`config.mk`:
```
export PLATFORM = sky130hd
export DESIGN_NAME = fsp_top
export DESIGN_NICKNAME = d
export VERILOG_FILES = /design/src/fsp_pkg.sv /design/src/fsp_top.sv
export SDC_FILE = /design/constraint.sdc
export NUM_CORES = 1
export LEC_CHECK = 0
export CORE_MARGIN = 2
export CORE_UTILIZATION = 45
export CTS_BUF_LIST = sky130_fd_sc_hd__clkbuf_4
export DETAILED_ROUTE_END_ITERATION = 7
export DONT_BUFFER_PORTS = 1
export PLACE_DENSITY = 0.69
export RECOVER_POWER = 25
export SLEW_MARGIN = 20
export SYNTH_ARGS = -nofsm -noshare
export SYNTH_HDL_FRONTEND = slang
export SYNTH_SLANG_ARGS = --single-unit
```
`constraint.sdc`:
```
create_clock -name clk_i -period 1.8 [get_ports clk_i]
set_input_delay 0.09 -clock clk_i [delete_from_list [all_inputs] [get_ports clk_i]]
set_output_delay 0.09 -clock clk_i [all_outputs]
set_load 0.01 [all_outputs]
```
`src/fsp_pkg.sv`:
```
/*
  package for the flash security and protection register block: register
  offsets, field positions, reset values and the carrier structs.
  assumes a classic wishbone slave with 32-bit data and byte addressing.
*/
package fsp_pkg;

  // ----------------------------------------------------------------------
  // register offsets (byte addresses, word aligned)
  // ----------------------------------------------------------------------
  localparam logic [7:0] FSP_OFF_CONFIG  = 8'h00; // module_configuration
  localparam logic [7:0] FSP_OFF_SECURE  = 8'h04; // security_word
  localparam logic [7:0] FSP_OFF_PROTECT = 8'h08; // sector_protect_mask
  localparam logic [7:0] FSP_OFF_SUPERVISOR_SPACE_BITS    = 8'h0C; // sector_supervisor_mask
  localparam logic [7:0] FSP_OFF_DATA    = 8'h10; // sector_data_only_mask
  localparam logic [7:0] FSP_OFF_USTAT   = 8'h14; // user_status

  // ----------------------------------------------------------------------
  // field positions
  // ----------------------------------------------------------------------
  localparam int FSP_SEC_BACKDOOR_KEY_ENABLE_BIT   = 31;
  localparam int FSP_SEC_STAT_BIT    = 30;
  localparam int FSP_CFG_LOCK_BIT    = 10;
  localparam int FSP_CFG_KEY_ACCESS_CONTROL_BIT  = 5;
  localparam int FSP_ST_BUF_EMPTY    = 7;
  localparam int FSP_ST_CMD_DONE     = 6;
  localparam int FSP_ST_PROT_VIOL    = 5;
  localparam int FSP_ST_ACC_ERR      = 4;
  localparam int FSP_ST_BLANK        = 2;

  // ----------------------------------------------------------------------
  // values
  // ----------------------------------------------------------------------
  localparam logic [15:0] FSP_SECURE_CODE     = 16'h4AC8;
  localparam logic [31:0] FSP_SEC_READ_MASK   = 32'hC000_FFFF;
  localparam logic [7:0]  FSP_USTAT_WR_MASK   = 8'hB4;
  localparam logic [7:0]  FSP_USTAT_RST       = 8'hC0;
  localparam logic [15:0] FSP_CFG_FIELD_OFFS  = 16'h0414;
  localparam int          FSP_SECTORS         = 32;
  localparam int          FSP_SECTOR_BYTES    = 8192;
  localparam int          FSP_SECTOR_LSB      = 13;

  // security word and masks as fetched from the flash configuration field
  typedef struct packed {
    logic [31:0] security;
    logic [31:0] protect;
    logic [31:0] supervisor_space_bits;
    logic [31:0] data_only;
  } fsp_cfg_field_s;

  // status events from the command controller
  typedef struct packed {
    logic buf_empty_set;
    logic cmd_done;
    logic prot_viol_set;
    logic acc_err_set;
    logic blank_set;
    logic buf_empty_clr;
  } fsp_cmd_evt_s;

  // one flash array access to be checked
  typedef struct packed {
    logic        valid;
    logic [17:0] addr;
    logic        supervisor;
    logic        ifetch;
    logic        prog_erase;
  } fsp_acc_s;

endpackage : fsp_pkg

```
`src/fsp_top.sv`:
```
/*
  flash security and protection register block: security word, sector
  protect / supervisor / data-only masks, write lock, key access bit and
  user status, with a per-access check of the flash array.
  assumes a classic wishbone master on clk_i and a configuration field
  image presented by the flash reset loader with a one-cycle load strobe.
  sector index width follows NSECT; the masks stay one word wide.
  assertions sit at the end of the module and share its clock and reset.
*/
// Design decisions made here: register access over Wishbone and the placing of the registers.
// Contract
// - security word reads bits 31,30,15:0, writes ignored
// - bit 31 shows backdoor key enable
// - bit 30 shows security in force
// - key and status bits derive from security state
// - security word loaded from field at 0x0414
// - secured only when code equals 0x4AC8
// - thirty-two 8K sectors, bit M is sector M
// - protect bit 1 blocks program and erase
// - protect mask writable only while lock clear
// - masks initialised from configuration field at reset
// - supervisor mask writable only while lock clear
// - supervisor bit 1 makes sector supervisor only
// - data mask writable only while lock clear
// - data bit 1 makes sector data only
// - status flags write one clear, done read only
// - status flags driven on output bits 7:4,2
// - lock readable, sticks set until reset
// - key access writable only with key enable
// - violation flag set on protected program, w1c
// - violation flag blocks command launch
`timescale 1ns/100ps
`default_nettype none

module fsp_top #(
  parameter int NSECT = fsp_pkg::FSP_SECTORS
) (
  input  wire logic                   clk_i,
  input  wire logic                   rst_i,
  // wishbone slave
  input  wire logic                   cyc_i,
  input  wire logic                   stb_i,
  input  wire logic                   we_i,
  input  wire logic [7:0]             adr_i,
  input  wire logic [3:0]             sel_i,
  input  wire logic [31:0]            dat_i,
  output logic      [31:0]            dat_o,
  output logic                        ack_o,
  output logic                        err_o,
  // configuration field image from the reset loader
  input  wire logic                   cfg_load_i,
  input  wire fsp_pkg::fsp_cfg_field_s cfg_field_i,
  // command controller events
  input  wire fsp_pkg::fsp_cmd_evt_s  evt_i,
  // flash array access check
  input  wire fsp_pkg::fsp_acc_s      acc_i,
  output logic                        acc_bus_err_o,
  output logic                        pe_blocked_o,
  output logic                        launch_ok_o,
  output logic                        key_access_o,
  output logic [7:0]                  status_bits_o
);

  // ----------------------------------------------------------------------
  // registers
  // ----------------------------------------------------------------------
  logic [31:0] sec_r;
  logic [31:0] prot_r;
  logic [31:0] supervisor_space_bits_r;
  logic [31:0] data_only_bits_r;
  logic        lock_r;
  logic        key_access_control_r;
  logic [7:0]  ustat_r;
  logic [7:0]  ustat_nxt;
  logic        ack_r;
  logic        err_r;
  logic [31:0] dat_r;
  logic        acc_err_r;
  logic        pe_blk_r;
  logic        launch_r;

  // byte lane merge used by the three sector mask registers
  function automatic logic [31:0] lane_merge(input logic [31:0] old_v,
                                             input logic [31:0] new_v,
                                             input logic [3:0]  sel);
    logic [31:0] res;
    res = old_v;
    for (int b = 0; b < 4; b++) begin
      if (sel[b]) begin
        res[b*8 +: 8] = new_v[b*8 +: 8];
      end
    end
    return res;
  endfunction

  // ----------------------------------------------------------------------
  // bus decode
  // ----------------------------------------------------------------------
  wire req     = cyc_i & stb_i & ~ack_r & ~err_r;
  wire hit_cfg = (adr_i == fsp_pkg::FSP_OFF_CONFIG);
  wire hit_sec = (adr_i == fsp_pkg::FSP_OFF_SECURE);
  wire hit_pro = (adr_i == fsp_pkg::FSP_OFF_PROTECT);
  wire hit_sup = (adr_i == fsp_pkg::FSP_OFF_SUPERVISOR_SPACE_BITS);
  wire hit_dat = (adr_i == fsp_pkg::FSP_OFF_DATA);
  wire hit_ust = (adr_i == fsp_pkg::FSP_OFF_USTAT);
  wire mapped  = hit_cfg | hit_sec | hit_pro | hit_sup | hit_dat | hit_ust;
  wire wr      = req & we_i & mapped;
  wire mask_wr = wr & ~lock_r;

  // security state decode
  wire secured   = (sec_r[15:0] == fsp_pkg::FSP_SECURE_CODE);
  wire [31:0] sec_view = sec_r & fsp_pkg::FSP_SEC_READ_MASK;

  // configuration register image (lock and key access bits only)
  wire [31:0] cfg_view = ({31'h0000_0000, lock_r} << fsp_pkg::FSP_CFG_LOCK_BIT)
                       | ({31'h0000_0000, key_access_control_r} << fsp_pkg::FSP_CFG_KEY_ACCESS_CONTROL_BIT);

  // read mux
  wire [31:0] rd_mux = hit_cfg ? cfg_view :
                       hit_sec ? sec_view :
                       hit_pro ? prot_r :
                       hit_sup ? supervisor_space_bits_r :
                       hit_dat ? data_only_bits_r :
                       hit_ust ? {24'h00_0000, ustat_r} : 32'h0000_0000;

  // ----------------------------------------------------------------------
  // access check of the flash array
  // ----------------------------------------------------------------------
  localparam int SECT_W = $clog2(NSECT);
  wire [SECT_W-1:0] sect = acc_i.addr[fsp_pkg::FSP_SECTOR_LSB +: SECT_W];
  wire prot_hit     = acc_i.valid & acc_i.prog_erase & prot_r[sect];
  wire supervisor_space_bits_viol    = acc_i.valid & supervisor_space_bits_r[sect] & ~acc_i.supervisor;
  wire fetch_viol   = acc_i.valid & data_only_bits_r[sect] & acc_i.ifetch;

  // ----------------------------------------------------------------------
  // user status next value: set wins over write-one clear, buf_empty_clr over buf_empty_set
  // ----------------------------------------------------------------------
  wire [7:0] w1c = (wr & hit_ust & sel_i[0]) ? (dat_i[7:0] & fsp_pkg::FSP_USTAT_WR_MASK)
                                             : 8'h00;
  always_comb begin
    ustat_nxt = ustat_r & ~w1c;
    if (evt_i.buf_empty_set) ustat_nxt[fsp_pkg::FSP_ST_BUF_EMPTY] = 1'b1;
    if (evt_i.buf_empty_clr) ustat_nxt[fsp_pkg::FSP_ST_BUF_EMPTY] = 1'b0;
    ustat_nxt[fsp_pkg::FSP_ST_CMD_DONE] = evt_i.cmd_done;
    if (evt_i.prot_viol_set | prot_hit)
      ustat_nxt[fsp_pkg::FSP_ST_PROT_VIOL] = 1'b1;
    if (evt_i.acc_err_set) ustat_nxt[fsp_pkg::FSP_ST_ACC_ERR] = 1'b1;
    if (evt_i.blank_set)   ustat_nxt[fsp_pkg::FSP_ST_BLANK] = 1'b1;
    ustat_nxt[3] = 1'b0;
    ustat_nxt[1:0] = 2'b00;
  end

  // ----------------------------------------------------------------------
  // bus answer: one cycle after the request, ack or err
  // ----------------------------------------------------------------------
  always_ff @(posedge clk_i) begin
    if (rst_i) begin
      ack_r <= 1'b0;
      err_r <= 1'b0;
      dat_r <= 32'h0000_0000;
    end else begin
      ack_r <= req & mapped;
      err_r <= req & ~mapped;                                  // unmapped address
      dat_r <= (req & ~we_i) ? rd_mux : 32'h0000_0000;
    end
  end

  // security word, loaded only from the configuration field
  always_ff @(posedge clk_i) begin
    if (rst_i) begin
      sec_r <= 32'h0000_0000;
    end else if (cfg_load_i) begin
      sec_r[15:0] <= cfg_field_i.security[15:0];
      sec_r[fsp_pkg::FSP_SEC_BACKDOOR_KEY_ENABLE_BIT] <= cfg_field_i.security[fsp_pkg::FSP_SEC_BACKDOOR_KEY_ENABLE_BIT];
      sec_r[fsp_pkg::FSP_SEC_STAT_BIT] <= (cfg_field_i.security[15:0] == fsp_pkg::FSP_SECURE_CODE);
    end
  end

  // sector masks: loaded from the field, then lock-gated writes
  always_ff @(posedge clk_i) begin
    if (rst_i) begin
      prot_r <= 32'h0000_0000;
      supervisor_space_bits_r <= 32'h0000_0000;
      data_only_bits_r <= 32'h0000_0000;
    end else if (cfg_load_i) begin
      prot_r <= cfg_field_i.protect;
      supervisor_space_bits_r <= cfg_field_i.supervisor_space_bits;
      data_only_bits_r <= cfg_field_i.data_only;
    end else begin
      if (mask_wr & hit_pro) prot_r <= lane_merge(prot_r, dat_i, sel_i);
      if (mask_wr & hit_sup) supervisor_space_bits_r <= lane_merge(supervisor_space_bits_r, dat_i, sel_i);
      if (mask_wr & hit_dat) data_only_bits_r <= lane_merge(data_only_bits_r, dat_i, sel_i);
    end
  end

  // lock sticks once set; key access needs the key enable
  always_ff @(posedge clk_i) begin
    if (rst_i) begin
      lock_r   <= 1'b0;
      key_access_control_r <= 1'b0;
    end else if (wr & hit_cfg) begin
      if (sel_i[1] & dat_i[fsp_pkg::FSP_CFG_LOCK_BIT]) lock_r <= 1'b1;
      if (sel_i[0] & sec_r[fsp_pkg::FSP_SEC_BACKDOOR_KEY_ENABLE_BIT])
        key_access_control_r <= dat_i[fsp_pkg::FSP_CFG_KEY_ACCESS_CONTROL_BIT];
    end
  end

  // status register and derived outputs
  always_ff @(posedge clk_i) begin
    if (rst_i) begin
      ustat_r   <= fsp_pkg::FSP_USTAT_RST;
      acc_err_r <= 1'b0;
      pe_blk_r  <= 1'b0;
      launch_r  <= 1'b0;
    end else begin
      ustat_r   <= ustat_nxt;
      acc_err_r <= supervisor_space_bits_viol | fetch_viol;
      pe_blk_r  <= prot_hit;
      launch_r  <= ~ustat_nxt[fsp_pkg::FSP_ST_PROT_VIOL]
                 & ~ustat_nxt[fsp_pkg::FSP_ST_ACC_ERR];
    end
  end

  assign dat_o         = dat_r;
  assign ack_o         = ack_r;
  assign err_o         = err_r;
  assign acc_bus_err_o = acc_err_r;
  assign pe_blocked_o  = pe_blk_r;
  assign launch_ok_o   = launch_r;
  assign key_access_o  = key_access_control_r;
  assign status_bits_o = ustat_r;
endmodule // fsp_top

`default_nettype wire

```
# Word-level counts from Yosys, hierarchy flattened
# Index checks and enable logic that the tools add are counted.
[classes]
magnitude_cmp = 1
eq_ne = 6
mux = 28
bitwise_logic = 43
reduce_logical = 23
[op_table]
columns = ["cell", "n"]
rows = [
  ["two-way mux 32 bit", 11],
  ["two-way mux 8 bit", 6],
  ["AND reduction 2 bit", 14],
  ["bitwise AND 1 bit", 24],
  ["== test 16 x 15 -> 1 bit (second input constant)", 1],
  ["== test 8 x 4 -> 1 bit (second input constant)", 2],
  ["== test 8 x 5 -> 1 bit (second input constant)", 2],
  ["binary-select mux 1 bit (select 5 bit)", 3],
  ["nonzero test 2 bit", 7],
  ["bitwise OR 11 x 6 -> 11 bit", 1],
  ["inverter 1 bit", 9],
  ["bitwise AND 8 bit", 1],
  ["== test 8 x 3 -> 1 bit (second input constant)", 1],
  ["zero test 8 bit", 1],
  ["two-way mux 1 bit", 8],
  ["inverter 8 bit", 1],
  ["bitwise OR 1 bit", 7],
  ["less-than comparator 5 x 6 -> 1 bit (second input constant)", 1],
  ["OR reduction 2 bit", 1],
]
[word_totals]
reg_bits = 161
elab_cells = 124

# Logic depth before layout (Yosys ltp)
[logic_depth]
word_depth = 15
ltp_mapped = 9

# Worst setup path after synthesis
# No wires, ideal clock.
[synth_timing]
path_kind = "flip-flop to flip-flop"
from = "register err_r, in the netlist err_o"
to = "register data_only_bits_r[14]"
setup_time_ns = 0.128
arrival_ns = 1.788
t_required_ns = 1.672
path_slack_ns = -0.116
path_stages_with_launch = 9
cell_sequence = "dfxtp_1 > and4bb_1 > and3b_1 > buf_2 > a31oi_1 > buf_2 > nor2_1 > a21oi_1 > nor2_1"
[synth_via]
elab_chain_cells = 8
[synth_rtl]
columns = ["item", "line_no", "text"]
rows = [
  ["start, declared", "fsp_top.sv:76", "logic err_r;"],
  ["start signal, assigned", "fsp_top.sv:163", "err_r <= req & ~mapped;"],
  ["inverter 1 bit", "fsp_top.sv:99", "wire req = cyc_i & stb_i & ~ack_r & ~err_r;"],
  ["bitwise AND 1 bit", "fsp_top.sv:99", ""],
  ["bitwise AND 1 bit (2 in a row)", "fsp_top.sv:107", "wire wr = req & we_i & mapped;"],
  ["bitwise AND 1 bit", "fsp_top.sv:108", "wire mask_wr = wr & ~lock_r;"],
  ["bitwise AND 1 bit", "fsp_top.sv:192", "if (mask_wr & hit_dat) data_only_bits_r <= lane_merge(data_only_bits_r, dat_i, sel_i);"],
  ["nonzero test 2 bit (no source line)", "--", ""],
  ["AND reduction 2 bit (no source line)", "--", ""],
  ["end signal, assigned", "fsp_top.sv:188", "data_only_bits_r <= cfg_field_i.data_only;"],
  ["end signal, assigned", "fsp_top.sv:192", ""],
  ["end, declared", "fsp_top.sv:70", "logic [31:0] data_only_bits_r;"],
]
# No other way between the ends.
# A chain may end at the register's enable or synchronous reset.

# Worst setup path after layout
[layout_timing]
from = "register err_r, in the netlist err_o"
to = "register dat_r[31], in the netlist dat_o[31]"
[layout_via]
elab_chain_cells = 5
[layout_rtl]
columns = ["item", "line_no", "text"]
rows = [
  ["inverter 1 bit", "fsp_top.sv:99", ""],
  ["bitwise AND 1 bit", "fsp_top.sv:99", ""],
  ["bitwise AND 1 bit", "fsp_top.sv:164", "dat_r <= (req & ~we_i) ? rd_mux : 32'h0000_0000;"],
  ["inverter 1 bit (no source line)", "--", ""],
  ["OR reduction 2 bit (no source line)", "--", ""],
  ["end signal, assigned", "fsp_top.sv:164", ""],
  ["end, declared", "fsp_top.sv:77", "logic [31:0] dat_r;"],
]
# No other way between the ends.

==> results_dict.tcl <==
set metrics [dict create \
    crit_path_max_fanout 7 \
    fin_cells 1242 \
    maxCapViolCount 0 \
    violations "negative hold slack, negative setup slack" \
    wire_per_inst_microns 21.3 \
    start_util 0.460 \
    place_area_sq_mm 0.00828 \
    fmax_ghz 0.543 \
    synthXorXnorAreaFrac 0 \
    placementRows 48 \
    setup_tns_ns -0.212 \
    pre_cts_ws_ns -0.140 \
    synthCells 944 \
    finalHoldViolations 107 \
    drt_wl_total_microns 26500 \
    track_usage 0.272 \
    relSlewSlack 0.664 \
    synth_top_family_by_area "compound AO/OA/AOI/OAI gates" \
    clockBufferDepth 2 \
    worst_slack_ns -0.0424 \
    synth_compound_area_frac 0.235 \
    power_density_mw_per_mm2 719 \
    synth_simple_gate_area_frac 0.194 \
    dp_cells 1145 \
    die_h_microns 137 \
    drive_above_1_share 0.190 \
    vdd_drop_max_v 0.000345 \
    synth-seq-cells 158 \
    drt_pass1_iterations 8 \
    yosys.area.top_type "dfxtp_1" \
    ys_types 52 \
    synth_ff_type "dfxtp_1" \
    multi_input_area_sq_mm 0.00463 \
    grt.met2_usage 0.428 \
    slew_violations 0 \
    io_buffers 0 \
    clk_pin_slew_ns 0.15 \
    synth_area_leaders "dfxtp_1 (40%), a21oi_1 (11%), nor2_1 (11%)" \
    cts_buffers 17 \
    finalInstanceArea_sq_mm 0.00945 \
    netlist_area_sq_mm 0.00793 \
    drc 0 \
    avgSynthCellArea_sq_um 8.40 \
    ff_latch_area_sq_mm 0.00317 \
    fin_worst_skew_ns 0.0319 \
    fin_crit_ns 1.84 \
    synth_fa_ha_area_frac 0 \
    yosysWarnings 0 \
    status "complete, but fails checks" \
    rsz0062_at_grt "yes" \
    cp_data_required_time_ns 2.30 \
    dp_hpwl_microns 17900 \
    core_area_sq_mm 0.0172 \
    fill_cells 1608 \
    ios 252 \
    gp_congestion 0.897 \
    met1_usage 0.362 \
    drt_iter0_drc 715 \
    cp.arrival_ns 2.35 \
    final_nets 1209 \
    cts_tree "done" \
    synthMuxAreaShare 0.116 \
    grt_overflow 0 \
    p_leak_nw 3.68 \
    grt_max_degree 159 \
    worst_skew_pair.late_latency_ns 0.61 \
    via_count 7473 \
    cts_num_sinks 158 \
    finalPower_mw 6.80 \
    clock-root-buffer "clkbuf_4" \
    cp-end-kind "flop" \
    antenna_found_initial 2 \
    holdBufCountCts 44 \
    postRouteAntennaNets 0 \
    grt_use_met3 0.0681 \
    die_w_microns 137 \
    synth_seq_area_share 0.399 \
    synth_common_cells "nor2_1 (224), a21oi_1 (175), dfxtp_1 (158)" \
    fin_util 0.548 \
    htree_levels 4 \
    setup_viol 17 \
    holdWs_ns -0.459 \
    grt_pass1_wl_microns 38300 \
    worstSetupPathType "reg -> reg" \
    busiest_layer "met2" \
    async_flop_share 0 \
    grt_pass1_vias 6958 \
    yosysMostFrequentCell "nor2_1" \
    vias_per_cell 6.02 \
    tightest_slew_ns 0.503 \
    synth_top_area_frac 0.399 \
    areaGrowthSynthToFinish_pct 19.2 \
    hold_class "in -> reg" \
    fin_crit_sh 1.02 \
    crit_path_start_kind "flop" \
    synth-edff-count 0 \
    dieArea_sq_mm 0.0187 \
]
[registers in the layout (all words and copies together) (netlist names), 5 cells and up]
| signal | count |
|---|---|
| dat_o | 32 |
| data_only_bits_r | 32 |
| prot_r | 32 |
| supervisor_space_bits_r | 32 |
| sec_r | 18 |
| status_bits_o | 5 |
[report_power, final]
group          internal, mW  switching [mW]
sequential             3.67           0.151
clock                 0.691            1.27
combinational         0.516           0.498
total                  4.88            1.92
[layout make-up]
type | count | share of cell area
Antenna cell | 1 | 0.000265
Clock buffer | 19 | 0.0151
Clock inverter | 13 | 0.0105
Inverter | 12 | 0.00477
Multi-Input combinational cell | 702 | 0.490
Sequential cell | 158 | 0.335
Tap cell | 225 | 0.0298
Timing Repair Buffer | 112 | 0.115
[placed cells by master, fill, tap and decap left out, types with 3 or more instances in the layout]
cell / synthesis / routed
a31oi_1: 7 / 3
nand2_1: 30 / 29
mux2i_1: 40 / 39
nor2b_1: 35 / 35
o41ai_2: 5 / 8
dfxtp_2: 0 / 6
nand4_1: 5 / 5
o21ai_0: 10 / 10
clkinv_1: 0 / 6
a21oi_1: 175 / 174
nor2_1: 224 / 220
buf_2: 22 / 3
dlygate4sd3_1: 0 / 43
mux4_2: 16 / 16
o22ai_1: 4 / 4
nor3_1: 7 / 6
a222oi_1: 4 / 4
conb_1: 1 / 3
a31oi_4: 2 / 7
nand2b_1: 8 / 7
a211oi_1: 31 / 23
buf_4: 9 / 47
dfxtp_1: 158 / 152
a22oi_1: 17 / 17
nor2_2: 0 / 4
mux2_2: 14 / 14
o41ai_4: 0 / 4
buf_6: 7 / 9
inv_1: 12 / 12
a21o_4: 4 / 4
a211oi_2: 8 / 16
nor4_1: 3 / 3
o31ai_1: 3 / 3
clkbuf_4: 0 / 20
buf_12: 0 / 8
nand3_1: 10 / 10
[per-layer routing]
layer | up-vias | wire length, microns
li1 | 3503 | -
met1 | 3518 | 11200
met2 | 406 | 12300
met3 | 46 | 2360
met4 | 0 | 628
met5 | - | 0
[worst paths after layout]
path	from	to	slack [ns]	depth (start not counted)
max	err_o$_SDFF_PP0_	dat_o[31]$_SDFF_PP0_	-0.04	8
min	rst_i	status_bits_o[4]$_SDFF_PP0_	-0.46	1
max reg2reg	err_o$_SDFF_PP0_	dat_o[31]$_SDFF_PP0_	-0.04	8
min reg2reg	sec_r[9]$_SDFFE_PP0P_	dat_o[9]$_SDFF_PP0_	0.49	2
[logic make-up after synthesis]
group	after synthesis
other	1
AO/OA/AOI/OAI	288
multiplexers	70
AND/OR/NAND/NOR	340
buffers and inverters	87
flip-flops	158
[worst max-delay path, cell delays in order (launching register included)]
cell and delay [ns]:
dfxtp_2 0.35, and4bb_2 0.32, nand2b_1 0.08, or2_1 0.23
buf_4 0.17, nor3_4 0.21, buf_6 0.18, nand2_1 0.13
o41ai_4 0.07
[what timing repair did]
item                                    CTS  global route
gates resized for setup                  24            52
pin swaps                                11            13
endpoints found under the setup margin   54            90
hold endpoints to repair                155           107
gates cloned                              1             5
setup buffers                            12             2
No activity file was read; power rests on OpenSTA's default activity.
